[src/design/trs_pkg.sv]
// package: constants, states and helpers for the reconfiguration error and reset sequencer
`default_nettype none
package trs_pkg;
  // ----------------------------------------------------------------
  // timing
  // ----------------------------------------------------------------
  localparam int CLK_FREQ_HZ = 50_000_000;  // reconfiguration clock rate
  localparam int CLK_PERIOD_NS = 20;  // one clock period
  localparam int LOCK_WAIT_NS = 4000;  // least wait after frequency lock
  // least time rounds up to whole cycles
  localparam int LOCK_WAIT_CYC = (LOCK_WAIT_NS + CLK_PERIOD_NS - 1) / CLK_PERIOD_NS;
  localparam int ERR_PULSE_CYC = 2;  // error pulse length
  localparam int OC_SIM_CYC = 16;  // offset cancellation, reduced model
  localparam int OP_LEN_CYC = 8;  // default length of one operation
  localparam int OP_TIMEOUT_CYC = 64;  // default expected cycle bound
  localparam int CNT_W = 16;  // width of cycle counters
  // ----------------------------------------------------------------
  // mode select encodings and reset values
  // ----------------------------------------------------------------
  localparam logic [2:0] MODE_CHANNEL = 3'h1;  // channel reconfiguration mode
  localparam logic RST_BUSY = 1'b0;  // busy after reset
  localparam logic RST_ERROR = 1'b0;  // error after reset
  localparam logic RST_XCVR = 1'b1;  // transceiver resets held after reset
  // ----------------------------------------------------------------
  // state types
  // ----------------------------------------------------------------
  typedef enum logic [1:0] {
    TRS_IDLE = 2'b00,  // waiting for a request
    TRS_CHECK = 2'b01,  // legality check cycle
    TRS_RUN = 2'b11,  // operation in flight
    TRS_ERR = 2'b10  // error pulse
  } trs_op_e;
  typedef enum logic [1:0] {
    TRS_S_HOLD = 2'b00,  // all transceiver resets held
    TRS_S_WAITLK = 2'b01,  // tx/rx analog released, wait for lock
    TRS_S_COUNT = 2'b11,  // lock seen, counting the wait
    TRS_S_DONE = 2'b10  // all resets released
  } trs_seq_e;
  // ----------------------------------------------------------------
  // helpers
  // ----------------------------------------------------------------
  // a request is illegal for the configured options
  function automatic logic trs_illegal(input logic rd, input logic wr, input logic [2:0] mode,
                                       input logic has_rdback, input logic has_ctl);
    trs_illegal = (rd && !has_rdback) || (wr && !has_ctl) || (rd && mode == MODE_CHANNEL);
  endfunction
  // saturating counter step
  function automatic logic [CNT_W-1:0] trs_inc(input logic [CNT_W-1:0] v);
    trs_inc = (v == {CNT_W{1'b1}}) ? v : v + 16'h0001;
  endfunction
endpackage
`default_nettype wire

[src/design/trs_sync.sv]
// module: three-stage pin synchroniser whose output changes once stages two and three agree
`default_nettype none
module trs_sync (
  input wire logic i_clk_sys,  // system clock
  input wire logic i_rst,  // synchronous reset, active high
  input wire logic i_async,  // input from outside the clock domain
  output logic o_sync  // filtered level
);
  // ----------------------------------------------------------------
  // stages
  // ----------------------------------------------------------------
  logic [2:0] stage_reg;  // shift chain
  logic [2:0] stage_next;  // next chain value
  logic out_reg;  // settled level
  logic out_next;  // next settled level

  // next values; stage 0 is read only by stage 1
  always_comb begin
    stage_next = {stage_reg[1:0], i_async};
    out_next = out_reg;
    if (stage_reg[1] == stage_reg[2]) begin
      out_next = stage_reg[2];  // two later stages agree
    end
  end

  // registers only
  always_ff @(posedge i_clk_sys) begin
    if (i_rst) begin
      stage_reg <= 3'h0;
      out_reg <= 1'b0;
    end else begin
      stage_reg <= stage_next;
      out_reg <= out_next;
    end
  end

  assign o_sync = out_reg;
endmodule
`default_nettype wire

[src/design/trs_top.sv]
// module: reconfiguration error checker, self recovery and transceiver reset sequencer
// Notes on behaviour
// - error output exists only with checking options
// - illegal request caught in two cycles, error two
// - read illegal without any readback outputs
// - write-all illegal without any control inputs
// - read in channel mode is illegal
// - overlong operation abandoned, busy low, error two
// - out-of-range control values raise no error
// - offset cancellation lasts 16 cycles in simulation
// - PLL reset one edge after reconfig done
`default_nettype none
module trs_top #(
  parameter bit P_ILLEGAL_CHECK = 1'b1,  // illegal mode checking option
  parameter bit P_SELF_RECOVERY = 1'b1,  // self recovery option
  parameter bit P_HAS_RDBACK = 1'b1,  // any control readback output configured
  parameter bit P_HAS_CTL = 1'b1,  // any control input configured
  parameter bit P_SIM_MODEL = 1'b1,  // reduced timing model
  parameter int P_OP_LEN = trs_pkg::OP_LEN_CYC,  // cycles an operation normally takes
  parameter int P_TIMEOUT = trs_pkg::OP_TIMEOUT_CYC,  // expected cycle bound
  parameter int P_OC_HW_LEN = 256  // offset cancellation length on hardware
) (
  input wire logic i_clk_sys,  // 50 MHz reconfiguration clock
  input wire logic i_rst,  // synchronous reset, active high
  input wire logic i_read,  // read request, level, same domain
  input wire logic i_write_all,  // write-all request, level, same domain
  input wire logic [2:0] i_mode_sel,  // reconfiguration mode select
  input wire logic i_op_done,  // operation finished, pulse, same domain
  input wire logic i_oc_start,  // start offset cancellation, pulse
  input wire logic i_pll_reconfig_done,  // transceiver PLL reconfig done, same domain
  input wire logic i_seq_start,  // start the reset sequence (steps 1..3 done)
  input wire logic i_rx_freq_locked,  // receiver frequency lock, from pin
  output logic o_busy,  // operation in progress
  output logic o_error,  // error pulse, two cycles
  output logic o_oc_busy,  // offset cancellation running
  output logic o_pll_areset,  // transceiver PLL reset
  output logic o_tx_digital_rst,  // transmit digital reset
  output logic o_rx_analog_rst,  // receive analog reset
  output logic o_rx_digital_rst  // receive digital reset
);
  import trs_pkg::*;

  // ----------------------------------------------------------------
  // elaboration checks
  // ----------------------------------------------------------------
  // counters are 16 bits and saturate, so longer bounds could never be reached
  if (P_OP_LEN < 1 || P_TIMEOUT <= P_OP_LEN || P_TIMEOUT >= 65535 ||
      P_OC_HW_LEN < 1 || P_OC_HW_LEN >= 65535) begin : g_bad_counts
    $error("trs_top: unsupported count parameters");
  end

  localparam bit ERR_EN = P_ILLEGAL_CHECK || P_SELF_RECOVERY;  // error output present
  localparam logic [CNT_W-1:0] OC_LEN = P_SIM_MODEL ? CNT_W'(OC_SIM_CYC) : CNT_W'(P_OC_HW_LEN);
  localparam logic [CNT_W-1:0] TMO = CNT_W'(P_TIMEOUT);
  localparam logic [CNT_W-1:0] OPL = CNT_W'(P_OP_LEN);
  localparam logic [CNT_W-1:0] LKW = CNT_W'(LOCK_WAIT_CYC);
  localparam logic [CNT_W-1:0] EPL = CNT_W'(ERR_PULSE_CYC);

  // ----------------------------------------------------------------
  // lock input synchroniser
  // ----------------------------------------------------------------
  logic locked_s;  // settled frequency lock

  trs_sync u_lock_sync (
    .i_clk_sys(i_clk_sys),
    .i_rst(i_rst),
    .i_async(i_rx_freq_locked),
    .o_sync(locked_s)
  );

  // ----------------------------------------------------------------
  // operation control and error
  // ----------------------------------------------------------------
  trs_op_e op_reg;  // operation state
  trs_op_e op_next;
  logic [CNT_W-1:0] op_cnt_reg;  // cycles in the current state
  logic [CNT_W-1:0] op_cnt_next;
  logic busy_reg;  // registered busy
  logic busy_next;
  logic err_reg;  // registered error
  logic err_next;
  logic req;  // any request present

  assign req = i_read || i_write_all;

  // next state: request checked in the cycle after capture, so illegal
  // requests are flagged within two cycles; out-of-range control values are
  // never examined, so they cannot raise error
  always_comb begin
    op_next = op_reg;
    op_cnt_next = trs_inc(op_cnt_reg);
    busy_next = busy_reg;
    err_next = 1'b0;  // error low unless flagged
    case (op_reg)
      TRS_IDLE: begin
        op_cnt_next = '0;
        if (req) begin
          op_next = TRS_CHECK;
          busy_next = 1'b1;
        end
      end
      TRS_CHECK: begin
        op_cnt_next = '0;
        // read without readback, write-all without controls, read in channel mode
        if (P_ILLEGAL_CHECK && trs_illegal(i_read, i_write_all, i_mode_sel, P_HAS_RDBACK, P_HAS_CTL)) begin
          op_next = TRS_ERR;
          busy_next = 1'b0;
          err_next = ERR_EN;
        end else begin
          op_next = TRS_RUN;
        end
      end
      TRS_RUN: begin
        // without self recovery the operation ends at its own length or done
        if (i_op_done || (!P_SELF_RECOVERY && op_cnt_reg + 16'h0001 >= OPL)) begin
          op_next = TRS_IDLE;
          busy_next = 1'b0;
        end else if (P_SELF_RECOVERY && op_cnt_reg + 16'h0001 >= TMO) begin
          op_next = TRS_ERR;  // abandon the overlong operation
          busy_next = 1'b0;
          err_next = 1'b1;
          op_cnt_next = '0;
        end
      end
      TRS_ERR: begin
        // hold error for exactly two cycles
        err_next = ERR_EN && (op_cnt_reg + 16'h0001 < EPL);
        if (op_cnt_reg + 16'h0001 >= EPL) begin
          op_next = TRS_IDLE;
        end
      end
      default: begin
        op_next = TRS_IDLE;
        busy_next = 1'b0;
      end
    endcase
  end

  // busy and error only move on clock edges
  always_ff @(posedge i_clk_sys) begin
    if (i_rst) begin
      op_reg <= TRS_IDLE;
      op_cnt_reg <= '0;
      busy_reg <= RST_BUSY;
      err_reg <= RST_ERROR;
    end else begin
      op_reg <= op_next;
      op_cnt_reg <= op_cnt_next;
      busy_reg <= busy_next;
      err_reg <= err_next;
    end
  end

  // ----------------------------------------------------------------
  // offset cancellation timer
  // ----------------------------------------------------------------
  logic oc_reg;  // offset cancellation running
  logic oc_next;
  logic [CNT_W-1:0] oc_cnt_reg;  // cycles elapsed
  logic [CNT_W-1:0] oc_cnt_next;

  // power-down must stay low meanwhile; that is the user's duty
  always_comb begin
    oc_next = oc_reg;
    oc_cnt_next = oc_cnt_reg;
    if (!oc_reg) begin
      if (i_oc_start) begin
        oc_next = 1'b1;
        oc_cnt_next = '0;
      end
    end else begin
      oc_cnt_next = trs_inc(oc_cnt_reg);
      if (oc_cnt_reg + 16'h0001 >= OC_LEN) begin
        oc_next = 1'b0;  // 16 cycles in the reduced model
      end
    end
  end

  always_ff @(posedge i_clk_sys) begin
    if (i_rst) begin
      oc_reg <= 1'b0;
      oc_cnt_reg <= '0;
    end else begin
      oc_reg <= oc_next;
      oc_cnt_reg <= oc_cnt_next;
    end
  end

  // ----------------------------------------------------------------
  // transceiver PLL reset and reset release sequence
  // ----------------------------------------------------------------
  trs_seq_e seq_reg;  // reset sequence state
  trs_seq_e seq_next;
  logic [CNT_W-1:0] lk_cnt_reg;  // cycles since lock
  logic [CNT_W-1:0] lk_cnt_next;
  logic pll_rst_reg;  // transceiver PLL reset
  logic pll_rst_next;
  logic done_d_reg;  // reconfig done, last cycle
  logic tx_rst_reg;
  logic tx_rst_next;
  logic rxa_rst_reg;
  logic rxa_rst_next;
  logic rxd_rst_reg;
  logic rxd_rst_next;

  // resets stay held until the user says PLL and every channel sharing it
  // are reconfigured a new PLL reconfig re-arms the hold
  always_comb begin
    seq_next = seq_reg;
    lk_cnt_next = lk_cnt_reg;
    // PLL reset on the edge after done rises
    pll_rst_next = i_pll_reconfig_done && !done_d_reg;
    case (seq_reg)
      TRS_S_HOLD: begin
        lk_cnt_next = '0;
        if (i_seq_start) begin
          seq_next = TRS_S_WAITLK;
        end
      end
      TRS_S_WAITLK: begin
        lk_cnt_next = '0;
        if (locked_s) begin
          seq_next = TRS_S_COUNT;
        end
      end
      TRS_S_COUNT: begin
        lk_cnt_next = trs_inc(lk_cnt_reg);
        if (!locked_s) begin
          seq_next = TRS_S_WAITLK;  // lock lost, restart the wait
        end else if (lk_cnt_reg + 16'h0001 >= LKW) begin
          seq_next = TRS_S_DONE;  // at least 4 us after lock
        end
      end
      TRS_S_DONE: begin
        lk_cnt_next = '0;
      end
      default: begin
        seq_next = TRS_S_HOLD;
      end
    endcase
    if (i_pll_reconfig_done && !done_d_reg) begin
      seq_next = TRS_S_HOLD;
    end
    tx_rst_next = (seq_next == TRS_S_HOLD);
    rxa_rst_next = (seq_next == TRS_S_HOLD);
    rxd_rst_next = (seq_next != TRS_S_DONE);
  end

  always_ff @(posedge i_clk_sys) begin
    if (i_rst) begin
      seq_reg <= TRS_S_HOLD;
      lk_cnt_reg <= '0;
      pll_rst_reg <= 1'b0;
      done_d_reg <= 1'b0;
      tx_rst_reg <= RST_XCVR;
      rxa_rst_reg <= RST_XCVR;
      rxd_rst_reg <= RST_XCVR;
    end else begin
      seq_reg <= seq_next;
      lk_cnt_reg <= lk_cnt_next;
      pll_rst_reg <= pll_rst_next;
      done_d_reg <= i_pll_reconfig_done;
      tx_rst_reg <= tx_rst_next;
      rxa_rst_reg <= rxa_rst_next;
      rxd_rst_reg <= rxd_rst_next;
    end
  end

  // ----------------------------------------------------------------
  // outputs, each straight from a flip-flop
  // ----------------------------------------------------------------
  assign o_busy = busy_reg;
  assign o_error = err_reg;
  assign o_oc_busy = oc_reg;
  assign o_pll_areset = pll_rst_reg;
  assign o_tx_digital_rst = tx_rst_reg;
  assign o_rx_analog_rst = rxa_rst_reg;
  assign o_rx_digital_rst = rxd_rst_reg;
endmodule
`default_nettype wire

[config.mk]
export PLATFORM = sky130hd
export DESIGN_NAME = trs_top
export DESIGN_NICKNAME = d
export VERILOG_FILES = /design/src/design/trs_pkg.sv /design/src/design/trs_sync.sv /design/src/design/trs_top.sv
export SDC_FILE = /design/constraint.sdc
export NUM_CORES = 1
export LEC_CHECK = 0
export BUFFER_PORTS_ARGS = -buffer_cell sky130_fd_sc_hd__buf_2
export CAP_MARGIN = 15
export CELL_PAD_IN_SITES_DETAIL_PLACEMENT = 0
export CELL_PAD_IN_SITES_GLOBAL_PLACEMENT = 1
export CORE_ASPECT_RATIO = 0.6
export CORE_MARGIN = 2
export CORE_UTILIZATION = 40
export CTS_CLUSTER_DIAMETER = 80
export DETAILED_ROUTE_END_ITERATION = 10
export MAX_ROUTING_LAYER = met4
export PLACE_DENSITY = 0.7
export SYNTH_ARGS = -nofsm -noshare
export SYNTH_HDL_FRONTEND = slang
export SYNTH_SLANG_ARGS = --single-unit
[constraint.sdc]
create_clock -name i_clk_sys -period 3.48 [get_ports i_clk_sys]
set_input_delay 0.174 -clock i_clk_sys [delete_from_list [all_inputs] [get_ports i_clk_sys]]
set_output_delay 0.174 -clock i_clk_sys [all_outputs]
set_load 0.01 [all_outputs]
==> results_dict.tcl, run 1 <==
set metrics [dict create \
    tns_ps 0 \
    syn_area_sq_mm 0.00351 \
    post_cts_buffers 0 \
    path_depth 7 \
    drive_above_1_share_pct 11.8 \
    rows 26 \
    maxSlewHeadroom_pct 53.9 \
    clockBufferDepth 2 \
    drtIter0Drc 255 \
    skew_ps 4.66 \
    die_w_um 125 \
    worst_ep_required_time_ps 3720 \
    setup_viol 0 \
    slowest_delay_ps 680 \
    min_path_type "input port to flip-flop" \
    dpl.cell_count 546 \
    fmax_ghz 0.378 \
    hold_viol 0 \
    post_cts_resize_count 0 \
    maxCapViolations 0 \
    synth_edf_count 0 \
    reg2reg_depth 7 \
    rr_startpoint "op_cnt_reg[0]" \
    synth-seq-cells 63 \
    area_delta_synth_final_pct 12.2 \
    antennaDiodeCount 0 \
    grt-ovfl-total 0 \
    synthFlopType "dfxtp_1" \
    cts-root-buf "clkbuf_16" \
    grt_pass1_vias 2704 \
    cts_max_level 3 \
    clkSinkCount 63 \
    place_area_sq_mm 0.00364 \
    detail-route-antenna-nets 0 \
    worst_slew_pin_slew_ps 692 \
    syn_avg_cell_area_sq_um 8.02 \
    rsz0062_at_grt "no" \
    fin_ws_ps 832 \
    stdcell_count 562 \
    drtPass1Iterations 4 \
    antenna_found_initial 0 \
    drc 0 \
    crit_fanout 5 \
    layout.nets 461 \
    syn_inst 438 \
    r2r_setup_slack_ps 830 \
    place_congestion 0.838 \
    wl_um 8130 \
    grt_max_degree 31 \
    worstPathArrival_ps 2880 \
    critical_path.top_delay_family "simple AND/OR/NAND/NOR gates" \
    ctsHoldBuffers 0 \
    slowest_stage "or4_2" \
    worstSetupPathType "flip-flop to flip-flop" \
    start_util_pct 41.2 \
    async_reset_ff_share_pct 0 \
    p_leak_nw 1.32 \
    endpoint_kind "flip-flop" \
    clk_pin_slew_ps 60 \
    ys_warn_count 0 \
    num_vias 3106 \
    coreArea_sq_mm 0.00852 \
    timing.final.crit_period_ps 2650 \
    powerDensity_mw_per_mm2 444 \
    yosysUniqueCellTypes 60 \
    startpoint "op_cnt_reg[0]" \
    ir_drop_v 0.000272 \
    ios 19 \
    synth_common_cells "dfxtp_1 (63), nor2_1 (46), a21oi_1 (34)" \
    die_area_sq_mm 0.00957 \
    crit_end "o_error" \
    portBuffers 18 \
    hp-start "i_seq_start" \
    post-synth-top-count-cell "dfxtp_1" \
    path_buf_inv 1 \
    drv_slew 0 \
    synth_top_area_share_pct 35.9 \
    yosys-top-cells-area "dfxtp_1 (36%), nor2_1 (4.9%), a21oi_1 (4.8%)" \
    syn_nets 454 \
    yosys.area.top_type "dfxtp_1" \
    vias_per_cell 5.53 \
    rr_endpoint "o_error" \
    stdcell_area_sq_mm 0.00394 \
    gr-usage-all-layers_pct 18.4 \
    wire_per_inst_um 14.5 \
    clock_latency_ps 330 \
    dp_hpwl_um 5760 \
    crit_path_cell_trace "ha_1 > inv_1 > or4_2 > xnor2_2 > nand4bb_1 > or3_1 > a311oi_1" \
    status "complete, no violations" \
    cts_tree "done" \
    ys_seq_area_share_pct 35.9 \
    die_h_um 76.6 \
    fin_crit_sh_pct 76.1 \
    pre_cts_slack_ps 843 \
    cts_made_buffers 9 \
    grt_pass1_wl_um 13800 \
    fin_total_pwr_mw 1.75 \
    start_kind "flip-flop" \
]
logic make-up after synthesis:
group	Yosys count	share of synthesized area (%)
flops	63	35.9
xor+xnor	34	8.70
simple gates	205	31.6
compound gates	89	15.8
mux	6	1.71
buf+inv	37	4.92
fa+ha+maj	4	1.43
routing by layer:
| metal | track usage, % | share of wire [%] |
|---|---|---|
| met5 | - | 0 |
| met4 | 4.56 | 0.74 |
| met3 | 6.74 | 4.5 |
| met2 | 23.7 | 39 |
| met1 | 26.8 | 56 |
report_power, final:
group          internal (mW)  leakage (nW)  switching [mW]
Sequential             0.736         0.510          0.0182
Clock                  0.555         0.142           0.336
Combinational         0.0383         0.668          0.0639
how the worst min path moves through the flow:
stage | end | depth (start not counted)
after floorplan | o_rx_analog_rst | 1
after global placement | o_rx_analog_rst | 2
after detailed placement | o_rx_analog_rst | 2
after CTS | o_rx_analog_rst | 2
after global routing | o_rx_analog_rst | 2
final | o_rx_analog_rst | 2
layout make-up:
class,instances,area (sq um)
multi-input cells,338,2080
repair buffers,22,120
inverters,11,41.3
flip-flops and latches,63,1260
well taps,112,140
clock buffers,9,225
clock inverters,7,72.6
fillers,851,4590
metrics by stage:
stage | hold slack [ps] | util (%)
detailed placement | 373 | 42.7
floorplan | 266 | -
CTS | 15.2 | 46.2
global placement | 375 | 42.7
global route | 22.6 | 46.2
finish | 31.1 | 46.2
cell usage in the layout (no fill, tap or decap), types with 6 or more instances in the layout:
cell type   n
o21ai_0    17
mux2i_1     6
xnor2_1    19
nand3_1    26
dfxtp_1    63
nand2_1    27
nor3_1     32
buf_2      18
nand4_1    11
a211oi_1    6
xor2_1     14
clkbuf_16   9
nor2_1     46
inv_1      11
nor2b_1     9
or3_1       7
a31oi_1     9
nor4_1     12
a21oi_1    34
No activity file was read; power rests on OpenSTA's default activity.
==> run 2, diff against run 1 <==
clock period = 2.57 ns   (was 3.48 ns; I/O delays follow)
==> results_dict.tcl, run 2 (synthesis gave the netlist of run 1 again) <==
set metrics [dict create \
    clock_latency_ps 340 \
    start_util_pct 41.2 \
    grt_pass1_vias 2968 \
    dp_hpwl_um 5980 \
    place_area_sq_mm 0.00378 \
    place_congestion 0.862 \
    final_common_cell "dfxtp_1" \
    ir_drop_v 0.000297 \
    maxSlewHeadroom_pct 53.3 \
    grt-ovfl-total 0 \
    r2r_setup_slack_ps 150 \
    hold_viol 0 \
    holdPathStages 2 \
    reg2reg_depth 7 \
    dpl.cell_count 563 \
    fmax_ghz 0.414 \
    drc 0 \
    area_delta_synth_final_pct 17.7 \
    final_cell_mix "dfxtp_1 (60), nor2_1 (46), a21oi_1 (34), nor3_1 (32), nand2_1 (27)" \
    die_h_um 76.6 \
    start_kind "flip-flop" \
    slowest_stage "or4_2" \
    fin_crit_sh_pct 94.0 \
    crit_path_cell_trace "ha_1 > inv_1 > or4_2 > xnor2_2 > nand4bb_1 > or3_1 > a311oi_1" \
    timing.final.crit_period_ps 2420 \
    slowest_delay_ps 690 \
    multi_input_area_sq_mm 0.00208 \
    die_area_sq_mm 0.00957 \
    setup_viol 0 \
    antenna_found_initial 0 \
    maxCapViolations 0 \
    drtIter0Drc 229 \
    stdcell_area_sq_mm 0.00413 \
    worst_ep_required_time_ps 2820 \
    hold_slack_ps 46.0 \
    rsz0062_at_grt "no" \
    min_path_type "input port to flip-flop" \
    detail-route-antenna-nets 0 \
    gr-usage-all-layers_pct 19.3 \
    grt_pass1_wl_um 14400 \
    antennaDiodeCount 0 \
    endpoint_kind "flip-flop" \
    num_vias 3147 \
    vias_per_cell 5.42 \
    crit_fanout 5 \
    rows 26 \
    clk_pin_slew_ps 60 \
    wl_um 8390 \
    wire_per_inst_um 14.4 \
    regArea_sq_mm 0.00126 \
    num-fill-cells 862 \
    cts-root-buf "clkbuf_16" \
    drtPass1Iterations 5 \
    coreArea_sq_mm 0.00852 \
    cts_max_level 3 \
    cts_tree "done" \
    grt_max_degree 21 \
    clockBufferDepth 2 \
    layout.nets 480 \
    worstSetupPathType "flip-flop to flip-flop" \
    worst_slew_pin_slew_ps 692 \
    powerDensity_mw_per_mm2 602 \
    tns_ps 0 \
    portBuffers 18 \
    worstPathArrival_ps 2670 \
    critical_path.top_delay_family "simple AND/OR/NAND/NOR gates" \
    ios 19 \
    post_cts_buffers 0 \
    p_leak_nw 1.42 \
    clkSinkCount 63 \
    path_buf_inv 1 \
    drv_slew 0 \
    die_w_um 125 \
    stdcell_count 581 \
    path_depth 7 \
    status "complete, no violations" \
    skew_ps 7.22 \
    drive_above_1_share_pct 15.8 \
    cts_made_buffers 9 \
]
[run 2: cell types whose count changed in the layout (fill, tap and decap cells not counted), sizes merged]
| cell | before | now |
|---|---|---|
| dlygate4sd3 | 0 | 2 |
| buf | 22 | 39 |
| clkinvlp | 2 | 3 |
| clkinv | 3 | 1 |
| bufinv | 1 | 2 |
[run 2: timing repair]
item | 4_1_cts | 5_1_grt
endpoints found under the setup margin | 0 | 1
resized for setup | 0 | 4
hold endpoints to repair | 2 | 0
hold buffers | 2 | 0
[run 2: path summary, 6_finish.rpt]
check / startpoint / end
min reg2reg: u_lock_sync.stage_reg[0] / u_lock_sync.stage_reg[1]
min: i_pll_reconfig_done / done_d_reg
max: op_cnt_reg[1] / o_error
max reg2reg: op_cnt_reg[1] / o_error
[run 2: report_power, final]
part / leakage, nW / switching, mW / internal [mW]
sequential: 0.512 / 0.0237 / 0.997
clock: 0.148 / 0.472 / 0.849
combinational: 0.763 / 0.0900 / 0.0558
total: 1.42 / 0.586 / 1.90
[run 2: cell type report]
cell class	instances	area share (%)
sequential	63	30.6
clock buffer	9	5.45
tap	112	3.39
clock inverter	7	2.33
inverter	11	0.999
multi-input combinational	338	50.4
timing repair buffer	41	6.78
[run 2: per-stage QoR]
step                      power, mW  utilization, %  worst slack [ps]
after floorplan                1.13               -               159
after CTS                      2.52            48.4              96.5
after global placement         1.18            44.3               189
after global routing           2.58            48.5              2.91
final                          2.49            48.5               155
after detailed placement       1.18            44.3               116
[run 2: per-layer routing]
layer  global-route usage, %  up-vias  wire length (um)
li1                        -     1635                 -
met1                    27.7     1454              4710
met2                    25.4       52              3200
met3                    6.74        6               424
met4                    5.00        0                51
met5                       -        -                 0
==> run 3, diff against run 2 <==
CELL_PAD_IN_SITES_DETAIL_PLACEMENT = 1   (was 0)
CELL_PAD_IN_SITES_GLOBAL_PLACEMENT = 2   (was 1)
CORE_UTILIZATION = 37   (was 40)
PLACE_DENSITY = 0.79   (was 0.7)
==> results_dict.tcl, run 3 (synthesis gave the netlist of run 1 again) <==
set metrics [dict create \
    top_layer_used "met4" \
    ir_drop_v 0.000294 \
    final_cell_mix "dfxtp_1 (58), nor2_1 (46), a21oi_1 (34), nor3_1 (32), nand2_1 (27)" \
    clk_pin_slew_ps 60 \
    cts_max_level 3 \
    crit_fanout 3 \
    ios 19 \
    rr_startpoint "op_cnt_reg[0]" \
    clkSinkCount 63 \
    drive_above_1_share_pct 17.3 \
    hold_slack_ps 73.9 \
    layout.nets 484 \
    place_congestion 0.845 \
    tns_ps 0 \
    antennaDiodeCount 0 \
    area_delta_synth_final_pct 19.8 \
    status "complete, no violations" \
    worst_slew_pin_slew_ps 702 \
    setup_viol 0 \
    worstSetupPathType "flip-flop to flip-flop" \
    drtPass1Iterations 4 \
    maxSlewHeadroom_pct 52.8 \
    hp-start "i_pll_reconfig_done" \
    clockBufferDepth 2 \
    final_common_cell "dfxtp_1" \
    cts_tree "done" \
    gr-usage-all-layers_pct 21.8 \
    wl_um 10100 \
    rows 27 \
    powerDensity_mw_per_mm2 599 \
    vias_per_cell 5.45 \
    worst_ep_required_time_ps 2810 \
    num_vias 3288 \
    wl_met3_um 414 \
    die_w_um 130 \
    clock_latency_ps 330 \
    min_path_type "input port to flip-flop" \
    skew_ps 4.45 \
    antenna_found_initial 0 \
    grt_pass1_wl_um 17000 \
    p_leak_nw 1.45 \
    fin_total_pwr_mw 2.52 \
    dp_hpwl_um 7260 \
    rsz0062_at_grt "no" \
    drt-met1-wl_um 5290 \
    maxCapViolations 0 \
    worstPathArrival_ps 2700 \
    hold_viol 0 \
    fin_crit_sh_pct 95.6 \
    grt-ovfl-total 0 \
    endpoint_kind "flip-flop" \
    grt_max_degree 19 \
    grt_pass1_vias 3202 \
    drc 0 \
    die_area_sq_mm 0.0103 \
    portBuffers 18 \
    timing.final.crit_period_ps 2460 \
    fmax_ghz 0.407 \
    die_h_um 79.5 \
    detail-route-antenna-nets 0 \
    start_util_pct 38.2 \
    utilization_pct 45.8 \
    met2_length_um 4300 \
    drtIter0Drc 195 \
    coreArea_sq_mm 0.00919 \
    drv_slew 0 \
    wire_per_inst_um 16.7 \
    startpoint "op_cnt_reg[0]" \
    cts-root-buf "clkbuf_16" \
    start_kind "flip-flop" \
    cts_made_buffers 9 \
]
-- run 3: cell types whose count changed in the layout (fill, tap and decap cells not counted), sizes merged --
cell / change
buf: +4
clkbuf: +1
clkinv: -1
-- run 3: path summary, 6_finish.rpt --
check	endpoint	slack, ps	cells after the start
max	o_error	110	7
min	done_d_reg	70	2
max reg2reg	o_error	110	7
min reg2reg	u_lock_sync.stage_reg[1]	440	1
-- run 3: critical path, stage by stage, from the launching register on --
cell       delay [ps]
dfxtp_1           330
ha_1              170
inv_1              70
or4_2             680
xnor2_2           170
nand4bb_4         240
or3_1             420
a311oi_2          270
-- run 3: area by class of cell --
cell class / count / area, sq um
clock buffer: 10 / 239
clock inverter: 6 / 91.3
tap: 130 / 163
inverter: 11 / 41.3
timing repair buffer: 45 / 298
sequential: 63 / 1270
multi-input combinational: 338 / 2110
fill: 1109 / 4980
-- run 3: routing by layer --
layer | GRT usage (%) | vias to the layer above
met1 | 31.9 | 1584
li1 | - | 1650
met5 | - | -
met4 | 5.91 | 0
met2 | 29.5 | 50
met3 | 5.36 | 4
-- run 3: through the flow --
step	area (sq um)	worst slack, ps	std cells
final	4210	113	603
after global routing	4210	15.3	603
after CTS	4170	28.7	603
after detailed placement	3820	75.0	585
after global placement	3820	201	585
after floorplan	3510	159	438
-- run 3: power breakdown --
part | internal, mW | leakage [nW] | total, mW | switching (mW)
Clock | 0.878 | 0.151 | 1.34 | 0.463
Combinational | 0.0591 | 0.786 | 0.157 | 0.0977
Sequential | 0.997 | 0.513 | 1.02 | 0.0262
-- run 3: repair_timing --
action | 4_1_cts | 5_1_grt
endpoints found under the setup margin | 0 | 9
endpoints found under the hold margin | 2 | 0
buffers inserted | 0 | 0
resized for setup | 0 | 8
hold buffers | 2 | 0
